--- config.mk ---
export PLATFORM = sky130hd
export DESIGN_NAME = analog_mode_switch
export DESIGN_NICKNAME = d
export VERILOG_FILES = /design/src/common/mode_switch_pkg.sv /design/src/rtl/mode_refuse_check.sv /design/src/rtl/sticky_event_bit.sv /design/src/rtl/analog_mode_switch.sv
export SDC_FILE = /design/constraint.sdc
export NUM_CORES = 1
export LEC_CHECK = 0
export BUFFER_PORTS_ARGS = -buffer_cell sky130_fd_sc_hd__buf_2
export CAP_MARGIN = 30
export CORE_AREA = 4 4 114 116
export DETAILED_ROUTE_END_ITERATION = 10
export DIE_AREA = 0 0 118 120
export PLACE_DENSITY = 0.81
export SLEW_MARGIN = 20
export SYNTH_ARGS = -nofsm -noshare
export SYNTH_HDL_FRONTEND = slang
export SYNTH_SLANG_ARGS = --single-unit
--- constraint.sdc ---
create_clock -name ref_clk -period 2.9 [get_ports ref_clk]
set_clock_uncertainty 0.2 [all_clocks]
set_input_delay 0.58 -clock ref_clk [delete_from_list [all_inputs] [get_ports ref_clk]]
set_output_delay 0.58 -clock ref_clk [all_outputs]
set_load 0.03 [all_outputs]
--- src/common/mode_switch_pkg.sv ---
/*
 * package for the analog mode switch block: register map, field layout,
 * reset values, variant and mode encodings, bus carrier struct.
 * assumes a 32-bit apb master and a single 50 MHz clock.
 */
// Notes on behaviour
// selector 0 requests normal conversion; selector 1 requests calibration mode.
// any selector other than 0 or 1 means calibration mode.
// host names the module by start i/o number 00h to feh.
// calibration status flag rises on entry to calibration mode.
// calibration status flag falls on return to normal mode.
// ready flag goes high to low when entering calibration mode.
// ready flag goes low to high on return to normal mode.
// a/d and temperature variants resume with prior operating conditions; here active_cond reloads from cond_r one cycle after return.
// d/a variants disable every channel on return to normal mode.
// host re-enables d/a channels with 0, then pulses update request.
// requests refused while module is a synchronization target.
// high-speed a/d refuses in highest-speed or simultaneous mode.
// d/a refuses while waveform output mode is selected.
// high-speed d/a refuses while high-speed output mode is selected.
// a refused request leaves mode, status and ready flags unchanged.
package mode_switch_pkg;

    // register byte offsets
    localparam logic [7:0] OFS_REQ = 8'h00;      // write: selector and start i/o
    localparam logic [7:0] OFS_STATUS = 8'h04;   // read: flags
    localparam logic [7:0] OFS_CONFIG = 8'h08;   // variant and sub-mode selection
    localparam logic [7:0] OFS_CHAN_DIS = 8'h0c; // channel disable bits
    localparam logic [7:0] OFS_COND = 8'h10;     // operating conditions
    localparam logic [7:0] OFS_IRQ_STAT = 8'h14; // sticky events, write 1 clears
    localparam logic [7:0] OFS_IRQ_MASK = 8'h18; // 1 enables the event

    // field positions
    localparam int REQ_SEL_LSB = 0;   // 16-bit selector
    localparam int REQ_IO_LSB = 16;   // 8-bit start i/o number
    localparam int ST_CALIB = 0;
    localparam int ST_READY = 1;
    localparam int ST_ACTIVE = 2;
    localparam int CFG_VAR_LSB = 0;   // 3-bit variant
    localparam int CFG_SYNC = 4;
    localparam int CFG_HS_MODE = 5;
    localparam int CFG_SIMUL = 6;
    localparam int CFG_WAVE = 7;
    localparam int CFG_HS_OUT = 8;
    localparam int CFG_UPDATE = 9;    // operating condition update request
    localparam int CFG_IO_LSB = 16;   // own start i/o number

    // interrupt event bits
    localparam int EV_ENTER = 0;
    localparam int EV_LEAVE = 1;
    localparam int EV_REFUSE = 2;
    localparam int EV_BAD_IO = 3;
    localparam int EV_W = 4;

    localparam int NUM_CH = 8;
    localparam logic [7:0] IO_MAX = 8'hfe;
    localparam logic [15:0] SEL_NORMAL = 16'h0000;
    localparam logic [31:0] CONFIG_RST = 32'h0000_0000;
    localparam logic [NUM_CH-1:0] CHAN_DIS_RST = 8'h00;
    localparam logic [31:0] COND_RST = 32'h0000_0000;

    typedef enum logic [2:0] {
        VAR_AD = 3'h0,
        VAR_AD_HS = 3'h1,
        VAR_TEMP = 3'h2,
        VAR_DA = 3'h3,
        VAR_DA_HS = 3'h4
    } variant_e;

    // apb request carrier
    typedef struct packed {
        logic psel;
        logic penable;
        logic pwrite;
        logic [7:0] paddr;
        logic [31:0] pwdata;
    } apb_req_s;

endpackage

--- src/rtl/mode_refuse_check.sv ---
/*
 * refusal decision for a mode switch request from variant and sub-modes.
 * assumes configuration bits come from registers on the same clock.
 */
`timescale 1ns/1ns
`default_nettype none
module mode_refuse_check
    import mode_switch_pkg::*;
(
    input wire logic [2:0] variant,
    input wire logic sync_target,
    input wire logic hs_mode,
    input wire logic simul_mode,
    input wire logic wave_mode,
    input wire logic hs_out_mode,
    output logic refuse
);
    // any blocking condition for this variant refuses the request
    always_comb begin
        refuse = sync_target;
        if (variant == VAR_AD_HS && (hs_mode || simul_mode)) begin
            refuse = 1'b1;
        end
        if ((variant == VAR_DA || variant == VAR_DA_HS) && wave_mode) begin
            refuse = 1'b1;
        end
        if (variant == VAR_DA_HS && hs_out_mode) begin
            refuse = 1'b1;
        end
    end
endmodule
`default_nettype wire

--- src/rtl/sticky_event_bit.sv ---
/*
 * one sticky interrupt status bit: set by event, cleared by write one.
 * assumes event and clear are on the same clock; set wins over clear.
 */
`timescale 1ns/1ns
`default_nettype none
module sticky_event_bit (
    input wire logic ref_clk,
    input wire logic rst_n,
    input wire logic set_pulse,
    input wire logic clr_pulse,
    output logic flag_r
);
    // set beats a clear in the same cycle
    always_ff @(posedge ref_clk or negedge rst_n) begin
        if (!rst_n) begin
            flag_r <= 1'b0;
        end else if (set_pulse) begin
            flag_r <= 1'b1;
        end else if (clr_pulse) begin
            flag_r <= 1'b0;
        end
    end
endmodule
`default_nettype wire

--- src/rtl/analog_mode_switch.sv ---
/*
 * analog module mode switch: apb register file, normal/calibration mode
 * state, status and ready flags, channel disable on d/a return, saved
 * operating conditions, refusal logic and interrupt.
 * assumes one 50 MHz clock, asynchronous active-low reset, apb master
 * on the same clock; pready is always high, so every access has no wait.
 */
// Local design decisions: the register addresses and register access over APB.
`timescale 1ns/1ns
`default_nettype none
module analog_mode_switch
    import mode_switch_pkg::*;
(
    input wire logic ref_clk,
    input wire logic rst_n,
    input wire apb_req_s apb_req,
    output logic [31:0] prdata,
    output logic pready,
    output logic pslverr,
    output logic calib_mode_status_flag,
    output logic module_ready_flag,
    output logic op_condition_update_request,
    output logic [NUM_CH-1:0] chan_disable,
    output logic [31:0] active_cond,
    output logic irq
);
    typedef enum logic {
        MODE_NORMAL,
        MODE_CALIB
    } mode_e;

    mode_e mode_r;
    logic [31:0] config_r;
    logic [NUM_CH-1:0] chan_dis_r;
    logic [31:0] cond_r;
    logic [31:0] saved_cond_r;
    logic [EV_W-1:0] mask_r;
    logic [EV_W-1:0] ev_stat;
    logic [EV_W-1:0] ev_set;
    logic [EV_W-1:0] ev_clr;
    logic [31:0] prdata_r;
    logic calib_r;
    logic ready_r;
    logic refuse;
    logic wr_en;
    logic rd_en;
    logic req_wr;
    logic [15:0] req_sel;
    logic [7:0] req_io;
    logic io_match;
    logic want_calib;
    logic accept;
    logic do_enter;
    logic do_leave;
    logic addr_ok;
    logic is_da;

    // apb access phase decode; slave never inserts wait states
    assign wr_en = apb_req.psel && apb_req.penable && apb_req.pwrite;
    assign rd_en = apb_req.psel && apb_req.penable && !apb_req.pwrite;
    assign pready = 1'b1;
    always_comb begin
        unique case (apb_req.paddr)
            OFS_REQ, OFS_STATUS, OFS_CONFIG, OFS_CHAN_DIS,
            OFS_COND, OFS_IRQ_STAT, OFS_IRQ_MASK: addr_ok = 1'b1;
            default: addr_ok = 1'b0;
        endcase
    end
    assign pslverr = apb_req.psel && apb_req.penable && !addr_ok;

    // mode request fields
    assign req_wr = wr_en && apb_req.paddr == OFS_REQ;
    assign req_sel = apb_req.pwdata[REQ_SEL_LSB +: 16];
    assign req_io = apb_req.pwdata[REQ_IO_LSB +: 8];
    // host must name a legal start i/o that matches this module
    assign io_match = req_io <= IO_MAX && req_io == config_r[CFG_IO_LSB +: 8];
    // zero selects normal, every other value selects calibration
    assign want_calib = req_sel != SEL_NORMAL;
    assign is_da = config_r[CFG_VAR_LSB +: 3] == VAR_DA
        || config_r[CFG_VAR_LSB +: 3] == VAR_DA_HS;

    mode_refuse_check u_refuse (
        .variant(config_r[CFG_VAR_LSB +: 3]),
        .sync_target(config_r[CFG_SYNC]),
        .hs_mode(config_r[CFG_HS_MODE]),
        .simul_mode(config_r[CFG_SIMUL]),
        .wave_mode(config_r[CFG_WAVE]),
        .hs_out_mode(config_r[CFG_HS_OUT]),
        .refuse(refuse)
    );

    assign accept = req_wr && io_match && !refuse;
    assign do_enter = accept && want_calib && mode_r == MODE_NORMAL;
    assign do_leave = accept && !want_calib && mode_r == MODE_CALIB;

    // mode state
    always_ff @(posedge ref_clk or negedge rst_n) begin
        if (!rst_n) begin
            mode_r <= MODE_NORMAL;
        end else if (do_enter) begin
            mode_r <= MODE_CALIB;
        end else if (do_leave) begin
            mode_r <= MODE_NORMAL;
        end
    end

    // calibration status flag
    always_ff @(posedge ref_clk or negedge rst_n) begin
        if (!rst_n) begin
            calib_r <= 1'b0;
        end else if (do_enter) begin
            calib_r <= 1'b1;
        end else if (do_leave) begin
            calib_r <= 1'b0;
        end
    end

    // module ready flag, high in normal mode
    always_ff @(posedge ref_clk or negedge rst_n) begin
        if (!rst_n) begin
            ready_r <= 1'b1;
        end else if (do_enter) begin
            ready_r <= 1'b0;
        end else if (do_leave) begin
            ready_r <= 1'b1;
        end
    end

    // configuration register, includes the update request bit
    always_ff @(posedge ref_clk or negedge rst_n) begin
        if (!rst_n) begin
            config_r <= CONFIG_RST;
        end else if (wr_en && apb_req.paddr == OFS_CONFIG) begin
            config_r <= apb_req.pwdata;
        end
    end

    // channel disable bits; d/a return disables all channels
    always_ff @(posedge ref_clk or negedge rst_n) begin
        if (!rst_n) begin
            chan_dis_r <= CHAN_DIS_RST;
        end else if (do_leave && is_da) begin
            chan_dis_r <= '1;
        end else if (wr_en && apb_req.paddr == OFS_CHAN_DIS) begin
            chan_dis_r <= apb_req.pwdata[NUM_CH-1:0];
        end
    end

    // operating conditions as written by software
    always_ff @(posedge ref_clk or negedge rst_n) begin
        if (!rst_n) begin
            cond_r <= COND_RST;
        end else if (wr_en && apb_req.paddr == OFS_COND) begin
            cond_r <= apb_req.pwdata;
        end
    end

    // conditions in force: frozen on entry, held through the return edge, then reloaded from cond_r
    always_ff @(posedge ref_clk or negedge rst_n) begin
        if (!rst_n) begin
            saved_cond_r <= COND_RST;
        end else if (mode_r == MODE_NORMAL && !do_enter) begin
            saved_cond_r <= cond_r;
        end
    end

    // interrupt events
    assign ev_set[EV_ENTER] = do_enter;
    assign ev_set[EV_LEAVE] = do_leave;
    assign ev_set[EV_REFUSE] = req_wr && io_match && refuse;
    assign ev_set[EV_BAD_IO] = req_wr && !io_match;
    assign ev_clr = (wr_en && apb_req.paddr == OFS_IRQ_STAT)
        ? apb_req.pwdata[EV_W-1:0] : '0;

    generate
        for (genvar i = 0; i < EV_W; i++) begin : g_ev
            sticky_event_bit u_bit (
                .ref_clk(ref_clk),
                .rst_n(rst_n),
                .set_pulse(ev_set[i]),
                .clr_pulse(ev_clr[i]),
                .flag_r(ev_stat[i])
            );
        end
    endgenerate

    // interrupt mask
    always_ff @(posedge ref_clk or negedge rst_n) begin
        if (!rst_n) begin
            mask_r <= '0;
        end else if (wr_en && apb_req.paddr == OFS_IRQ_MASK) begin
            mask_r <= apb_req.pwdata[EV_W-1:0];
        end
    end

    // read data, registered in setup phase so it is valid in access phase
    always_ff @(posedge ref_clk or negedge rst_n) begin
        if (!rst_n) begin
            prdata_r <= '0;
        end else if (apb_req.psel && !apb_req.penable && !apb_req.pwrite) begin
            unique case (apb_req.paddr)
                OFS_STATUS: prdata_r <= {29'h0, mode_r == MODE_CALIB, ready_r, calib_r};
                OFS_CONFIG: prdata_r <= config_r;
                OFS_CHAN_DIS: prdata_r <= {24'h0, chan_dis_r};
                OFS_COND: prdata_r <= cond_r;
                OFS_IRQ_STAT: prdata_r <= {28'h0, ev_stat};
                OFS_IRQ_MASK: prdata_r <= {28'h0, mask_r};
                default: prdata_r <= '0;
            endcase
        end
    end

    assign prdata = rd_en ? prdata_r : '0;
    assign calib_mode_status_flag = calib_r;
    assign module_ready_flag = ready_r;
    assign op_condition_update_request = config_r[CFG_UPDATE];
    assign chan_disable = chan_dis_r;
    assign active_cond = saved_cond_r;
    assign irq = |(ev_stat & mask_r);

    property p_enter;
        @(posedge ref_clk) disable iff (!rst_n)
        do_enter |=> calib_r && !ready_r && mode_r == MODE_CALIB;
    endproperty
    a_enter: assert property (p_enter) else $error("entry flags wrong");

    property p_ready_low;
        @(posedge ref_clk) disable iff (!rst_n)
        $fell(ready_r) |-> $past(mode_r) == MODE_NORMAL && $past(want_calib);
    endproperty
    a_ready_low: assert property (p_ready_low) else $error("ready fell wrongly");

    property p_leave;
        @(posedge ref_clk) disable iff (!rst_n)
        do_leave |=> !calib_r && ready_r && mode_r == MODE_NORMAL;
    endproperty
    a_leave: assert property (p_leave) else $error("return flags wrong");

    property p_ready_high;
        @(posedge ref_clk) disable iff (!rst_n)
        $rose(ready_r) |-> $past(req_sel) == SEL_NORMAL && !calib_r;
    endproperty
    a_ready_high: assert property (p_ready_high) else $error("ready rose wrongly");

    property p_sel;
        @(posedge ref_clk) disable iff (!rst_n)
        (accept && req_sel > 16'h0001 && mode_r == MODE_NORMAL) |=> calib_r;
    endproperty
    a_sel: assert property (p_sel) else $error("odd selector ignored");

    property p_refuse;
        @(posedge ref_clk) disable iff (!rst_n)
        (req_wr && refuse) |=> $stable(mode_r) && $stable(calib_r) && $stable(ready_r);
    endproperty
    a_refuse: assert property (p_refuse) else $error("refused request acted");

    property p_sync;
        @(posedge ref_clk) disable iff (!rst_n)
        config_r[CFG_SYNC] |-> refuse;
    endproperty
    a_sync: assert property (p_sync) else $error("sync target not refused");

    property p_da_off;
        @(posedge ref_clk) disable iff (!rst_n)
        (do_leave && is_da) |=> chan_dis_r == '1 && ev_stat[EV_LEAVE];
    endproperty
    a_da_off: assert property (p_da_off) else $error("channels not disabled");

    property p_cond;
        @(posedge ref_clk) disable iff (!rst_n)
        (mode_r == MODE_CALIB) |=> $stable(saved_cond_r) || mode_r == MODE_NORMAL;
    endproperty
    a_cond: assert property (p_cond) else $error("conditions lost in calibration");

    property p_wave;
        @(posedge ref_clk) disable iff (!rst_n)
        (is_da && config_r[CFG_WAVE]) |-> refuse;
    endproperty
    a_wave: assert property (p_wave) else $error("wave mode not refused");

    // flags track the mode, and only an accepted request word moves it
    property p_flags_mirror;
        @(posedge ref_clk) disable iff (!rst_n)
        calib_r == (mode_r == MODE_CALIB) && ready_r == (mode_r == MODE_NORMAL);
    endproperty
    a_flags_mirror: assert property (p_flags_mirror) else $error("flags off mode");

    property p_quiet;
        @(posedge ref_clk) disable iff (!rst_n)
        !req_wr |=> $stable(mode_r);
    endproperty
    a_quiet: assert property (p_quiet) else $error("mode moved without request");

    property p_sel_zero;
        @(posedge ref_clk) disable iff (!rst_n)
        (accept && req_sel == SEL_NORMAL && mode_r == MODE_CALIB) |=> mode_r == MODE_NORMAL;
    endproperty
    a_sel_zero: assert property (p_sel_zero) else $error("selector zero ignored");

    property p_sel_one;
        @(posedge ref_clk) disable iff (!rst_n)
        (accept && req_sel == 16'h0001 && mode_r == MODE_NORMAL) |=> mode_r == MODE_CALIB;
    endproperty
    a_sel_one: assert property (p_sel_one) else $error("selector one ignored");

    // refusal conditions of the fast variants
    property p_hs_ad;
        @(posedge ref_clk) disable iff (!rst_n)
        (config_r[CFG_VAR_LSB +: 3] == VAR_AD_HS
            && (config_r[CFG_HS_MODE] || config_r[CFG_SIMUL])) |-> refuse;
    endproperty
    a_hs_ad: assert property (p_hs_ad) else $error("fast a/d mode not refused");

    property p_hs_out;
        @(posedge ref_clk) disable iff (!rst_n)
        (config_r[CFG_VAR_LSB +: 3] == VAR_DA_HS && config_r[CFG_HS_OUT]) |-> refuse;
    endproperty
    a_hs_out: assert property (p_hs_out) else $error("fast output not refused");

    property p_fast_wave;
        @(posedge ref_clk) disable iff (!rst_n)
        (config_r[CFG_VAR_LSB +: 3] == VAR_DA_HS && config_r[CFG_WAVE]) |-> refuse;
    endproperty
    a_fast_wave: assert property (p_fast_wave) else $error("fast d/a wave not refused");

    // refused or misaddressed requests leave the mode alone but are reported
    property p_bad_io;
        @(posedge ref_clk) disable iff (!rst_n)
        (req_wr && !io_match) |=> $stable(mode_r) && $stable(calib_r) && $stable(ready_r);
    endproperty
    a_bad_io: assert property (p_bad_io) else $error("misaddressed request acted");

    property p_refuse_event;
        @(posedge ref_clk) disable iff (!rst_n)
        (req_wr && io_match && refuse) |=> ev_stat[EV_REFUSE];
    endproperty
    a_refuse_event: assert property (p_refuse_event) else $error("no refuse event");

    // a/d and temperature returns keep channels and conditions
    property p_keep_chan;
        @(posedge ref_clk) disable iff (!rst_n)
        (do_leave && !is_da) |=> $stable(chan_dis_r);
    endproperty
    a_keep_chan: assert property (p_keep_chan) else $error("a/d channels changed");

    property p_cond_return;
        @(posedge ref_clk) disable iff (!rst_n)
        do_leave |=> $stable(saved_cond_r);
    endproperty
    a_cond_return: assert property (p_cond_return) else $error("conditions not resumed");

endmodule
`default_nettype wire

==> results.txt <==
status - finished clean
Achievable Freq - 419 MHz
YS warnings - 0
R2R Setup Slk - 0.51 ns
slew margin rel. - 50.3%
total CTS buffers - 17
RSZ-0062 raised after global routing - false
initial antenna violation count - 0
final period utilization - 82.3%
adder-cell area share of the yosys netlist - 0%
layout cells sized above 1 - 41.0%
leading cell types in the layout, fill and taps excluded - 145 x dfrtp_1, 120 x buf_2, 75 x mux2_2, 48 x nand2_1, 40 x o21ai_0
Synth Area in Simple Gates - 12.0%
post-route ant nets - 0
via/cell ratio - 6.03
Reg area - 0.00365 mm^2
Syn Inst Count - 531
sequential area share after synthesis - 55.0%
worst r2r dst - active_cond[9]
Detail Placement HPWL - 11700 um
crit path to - active_cond[9]
Max Root-Sink Buffers - 2
synthesized net count - 576
Critical Path RT - 2.99 ns
Max Slew Vio Count - 0
Post-Route WL - 17300 um
Routability Congestion - 1.00
Chip Width - 118 um
Worst Tran Pin Value - 0.746 ns
Core ar. - 0.0119 mm^2
Post-Synth XOR/XNOR Area - 1.05%
CP Data Arrival Time - 2.47 ns
minimum clock period - 2.39 ns
Multi-input gate area - 0.00280 mm^2
critical path launch point type - flop
largest family of logic cells by synthesized area - multiplexers
Nets - 701
number of synthesized flops with an enable pin - 0
synthesized area - 0.00665 mm^2
CP max FO - 24
Power Density - 546 mW/mm^2
Clock Tree Root - clkbuf_16
Port Buf Inserts - 121
row count - 40
residual DRC count - 0
# hold bufs at CTS - 1
r2r startpoint - config_r[1]
Syn-to-layout area delta - 20.9%
Post-synth top flop - dfrtp_1
commonest non-fill, non-tap cell in the layout - dfrtp_1
Worst Reg-to-Reg Cells - 6
post-synthesis average cell area - 12.5 um^2
asr flop ratio synth - 100%
n_diodes - 0
Max VDD drop - 0.000362 V
Filler cells - 863
Initial Utilization - 55.8%
Clock Sinks - 146
H-tree levels - 4
vias in the first global route - 5228
# IOs - 123
TNS Setup - 0 ns
element type at the critical path end - flop
Via Count - 4916
clock slew at reported path FFs - 0.06 ns
Skew-Pair Late Insertion Delay - 0.41 ns
router iterations before antenna repair - 8
CTS tree - built
die area - 0.0142 mm^2
largest net degree at the start of global routing - 66
routed len/inst - 21.2 um
hold crit path type - input port to flop
Worst Setup Path Type - flop to flop
Setup Viol. Count Final - 0
multiplexer share of the synthesized area - 20.6%
Distinct cells, synth - 49
grt ovf - 0
CP Launch Point - config_r[1]
Pleak - 4.11 nW
post_cts resized - 0
# Max-Cap Violations - 0
total power - 4.39 mW
All-Layer GR Usage - 25.3%
Final Hold Viols - 0
first-pass GRT wire length - 28100 um
Die Y-Extent - 120 um
initial DRC count - 431
Synth Area in Compound Gates - 8.39%
Post CTS Setup Buffer Count - 0
synthesis-stage register bit count - 146
==> through the flow <==
| stage | setup WS, ns | cell area (um^2) | hold slack [ns] | utilization [%] | std cells |
|---|---|---|---|---|---|
| global placement | 0.221 | 7460 | 0.255 | 62.6 | 783 |
| finish | 0.515 | 8040 | 0.224 | 67.5 | 815 |
| floorplan | 0.561 | 6650 | 0.0844 | - | 531 |
| global route | 0.448 | 8040 | 0.210 | 67.5 | 815 |
| detailed placement | 0.168 | 7460 | 0.262 | 62.6 | 783 |
| CTS | 0.525 | 8040 | 0.207 | 67.5 | 815 |
==> kinds of logic after synthesis <==
group	count (synthesis)
AOI/OAI and AO/OA	86
xor gates and xnor gates	8
buffers and inverters	38
DFF	146
muxes	116
other	1
and+or+nand+nor	136
==> synth_stat cells, types with 5 or more instances <==
| master | instances | share of area, % |
|---|---|---|
| a22oi_1 | 26 | 2.9 |
| and2_1 | 33 | 3.1 |
| buf_2 | 5 | 0.38 |
| buf_4 | 7 | 0.79 |
| clkbuf_1 | 15 | 0.85 |
| dfrtp_1 | 145 | 55 |
| inv_1 | 7 | 0.40 |
| mux2_2 | 75 | 13 |
| mux2_4 | 22 | 5.0 |
| mux2i_1 | 16 | 2.4 |
| nand2_1 | 48 | 2.7 |
| nand3_1 | 5 | 0.38 |
| nand4_1 | 8 | 0.75 |
| nor2_1 | 10 | 0.56 |
| nor4_1 | 6 | 0.56 |
| o21ai_0 | 40 | 3.0 |
| xnor2_1 | 6 | 0.79 |
==> report_power, final <==
part	internal, mW	switching, mW
sequential	2.06	0.0163
clock	1.29	0.838
combinational	0.0642	0.130
total	3.41	0.984
==> layer usage <==
layer | vias up | track usage, % | share of wire (%)
li1 | 2152 | - | -
met1 | 2486 | 32.5 | 41
met2 | 238 | 41.7 | 50
met5 | - | 0 | 0
met4 | 0 | 9.67 | 2.9
met3 | 40 | 6.27 | 6.5
==> critical path, cell delays in order, from the launching register on <==
cell     delay [ns]
dfrtp_1        0.45
or3b_1         0.47
nor2_4         0.19
nor4_4         0.08
a31oi_4        0.24
buf_12         0.25
mux2_2         0.36
==> cell type report <==
class	count	area share (%)
clock buffer	19	5.51
clock inverter	12	1.66
inverter	7	0.327
multi-input combinational	347	34.9
sequential	146	45.4
tap	147	2.29
timing repair buffer	137	9.91
==> worst min-delay path by stage <==
stage | from | end | slack, ns | depth (start not counted)
6_report | apb_req[28] | cond_r[28] | 0.22 | 2
5_1_grt | apb_req[24] | config_r[24] | 0.21 | 2
4_1_cts | apb_req[28] | cond_r[28] | 0.21 | 2
3_5_place_dp | prdata_r[6] | prdata_r[6] | 0.26 | 2
3_3_place_gp | prdata_r[25] | prdata_r[25] | 0.25 | 2
2_1_floorplan | rst_n | active_cond[0] | 0.08 | 0
==> state kept, by name, indices dropped and copies added (netlist names) <==
| name | flops |
|---|---|
| cond_r | 32 |
| mask_r | 4 |
| module_ready_flag | 1 |
| prdata_r | 32 |
| calib_mode_status_flag | 1 |
| active_cond | 32 |
| config_r | 32 |
| g_ev.u_bit.flag_r | 4 |
| chan_disable | 8 |
(Power assumes the default switching activity.)
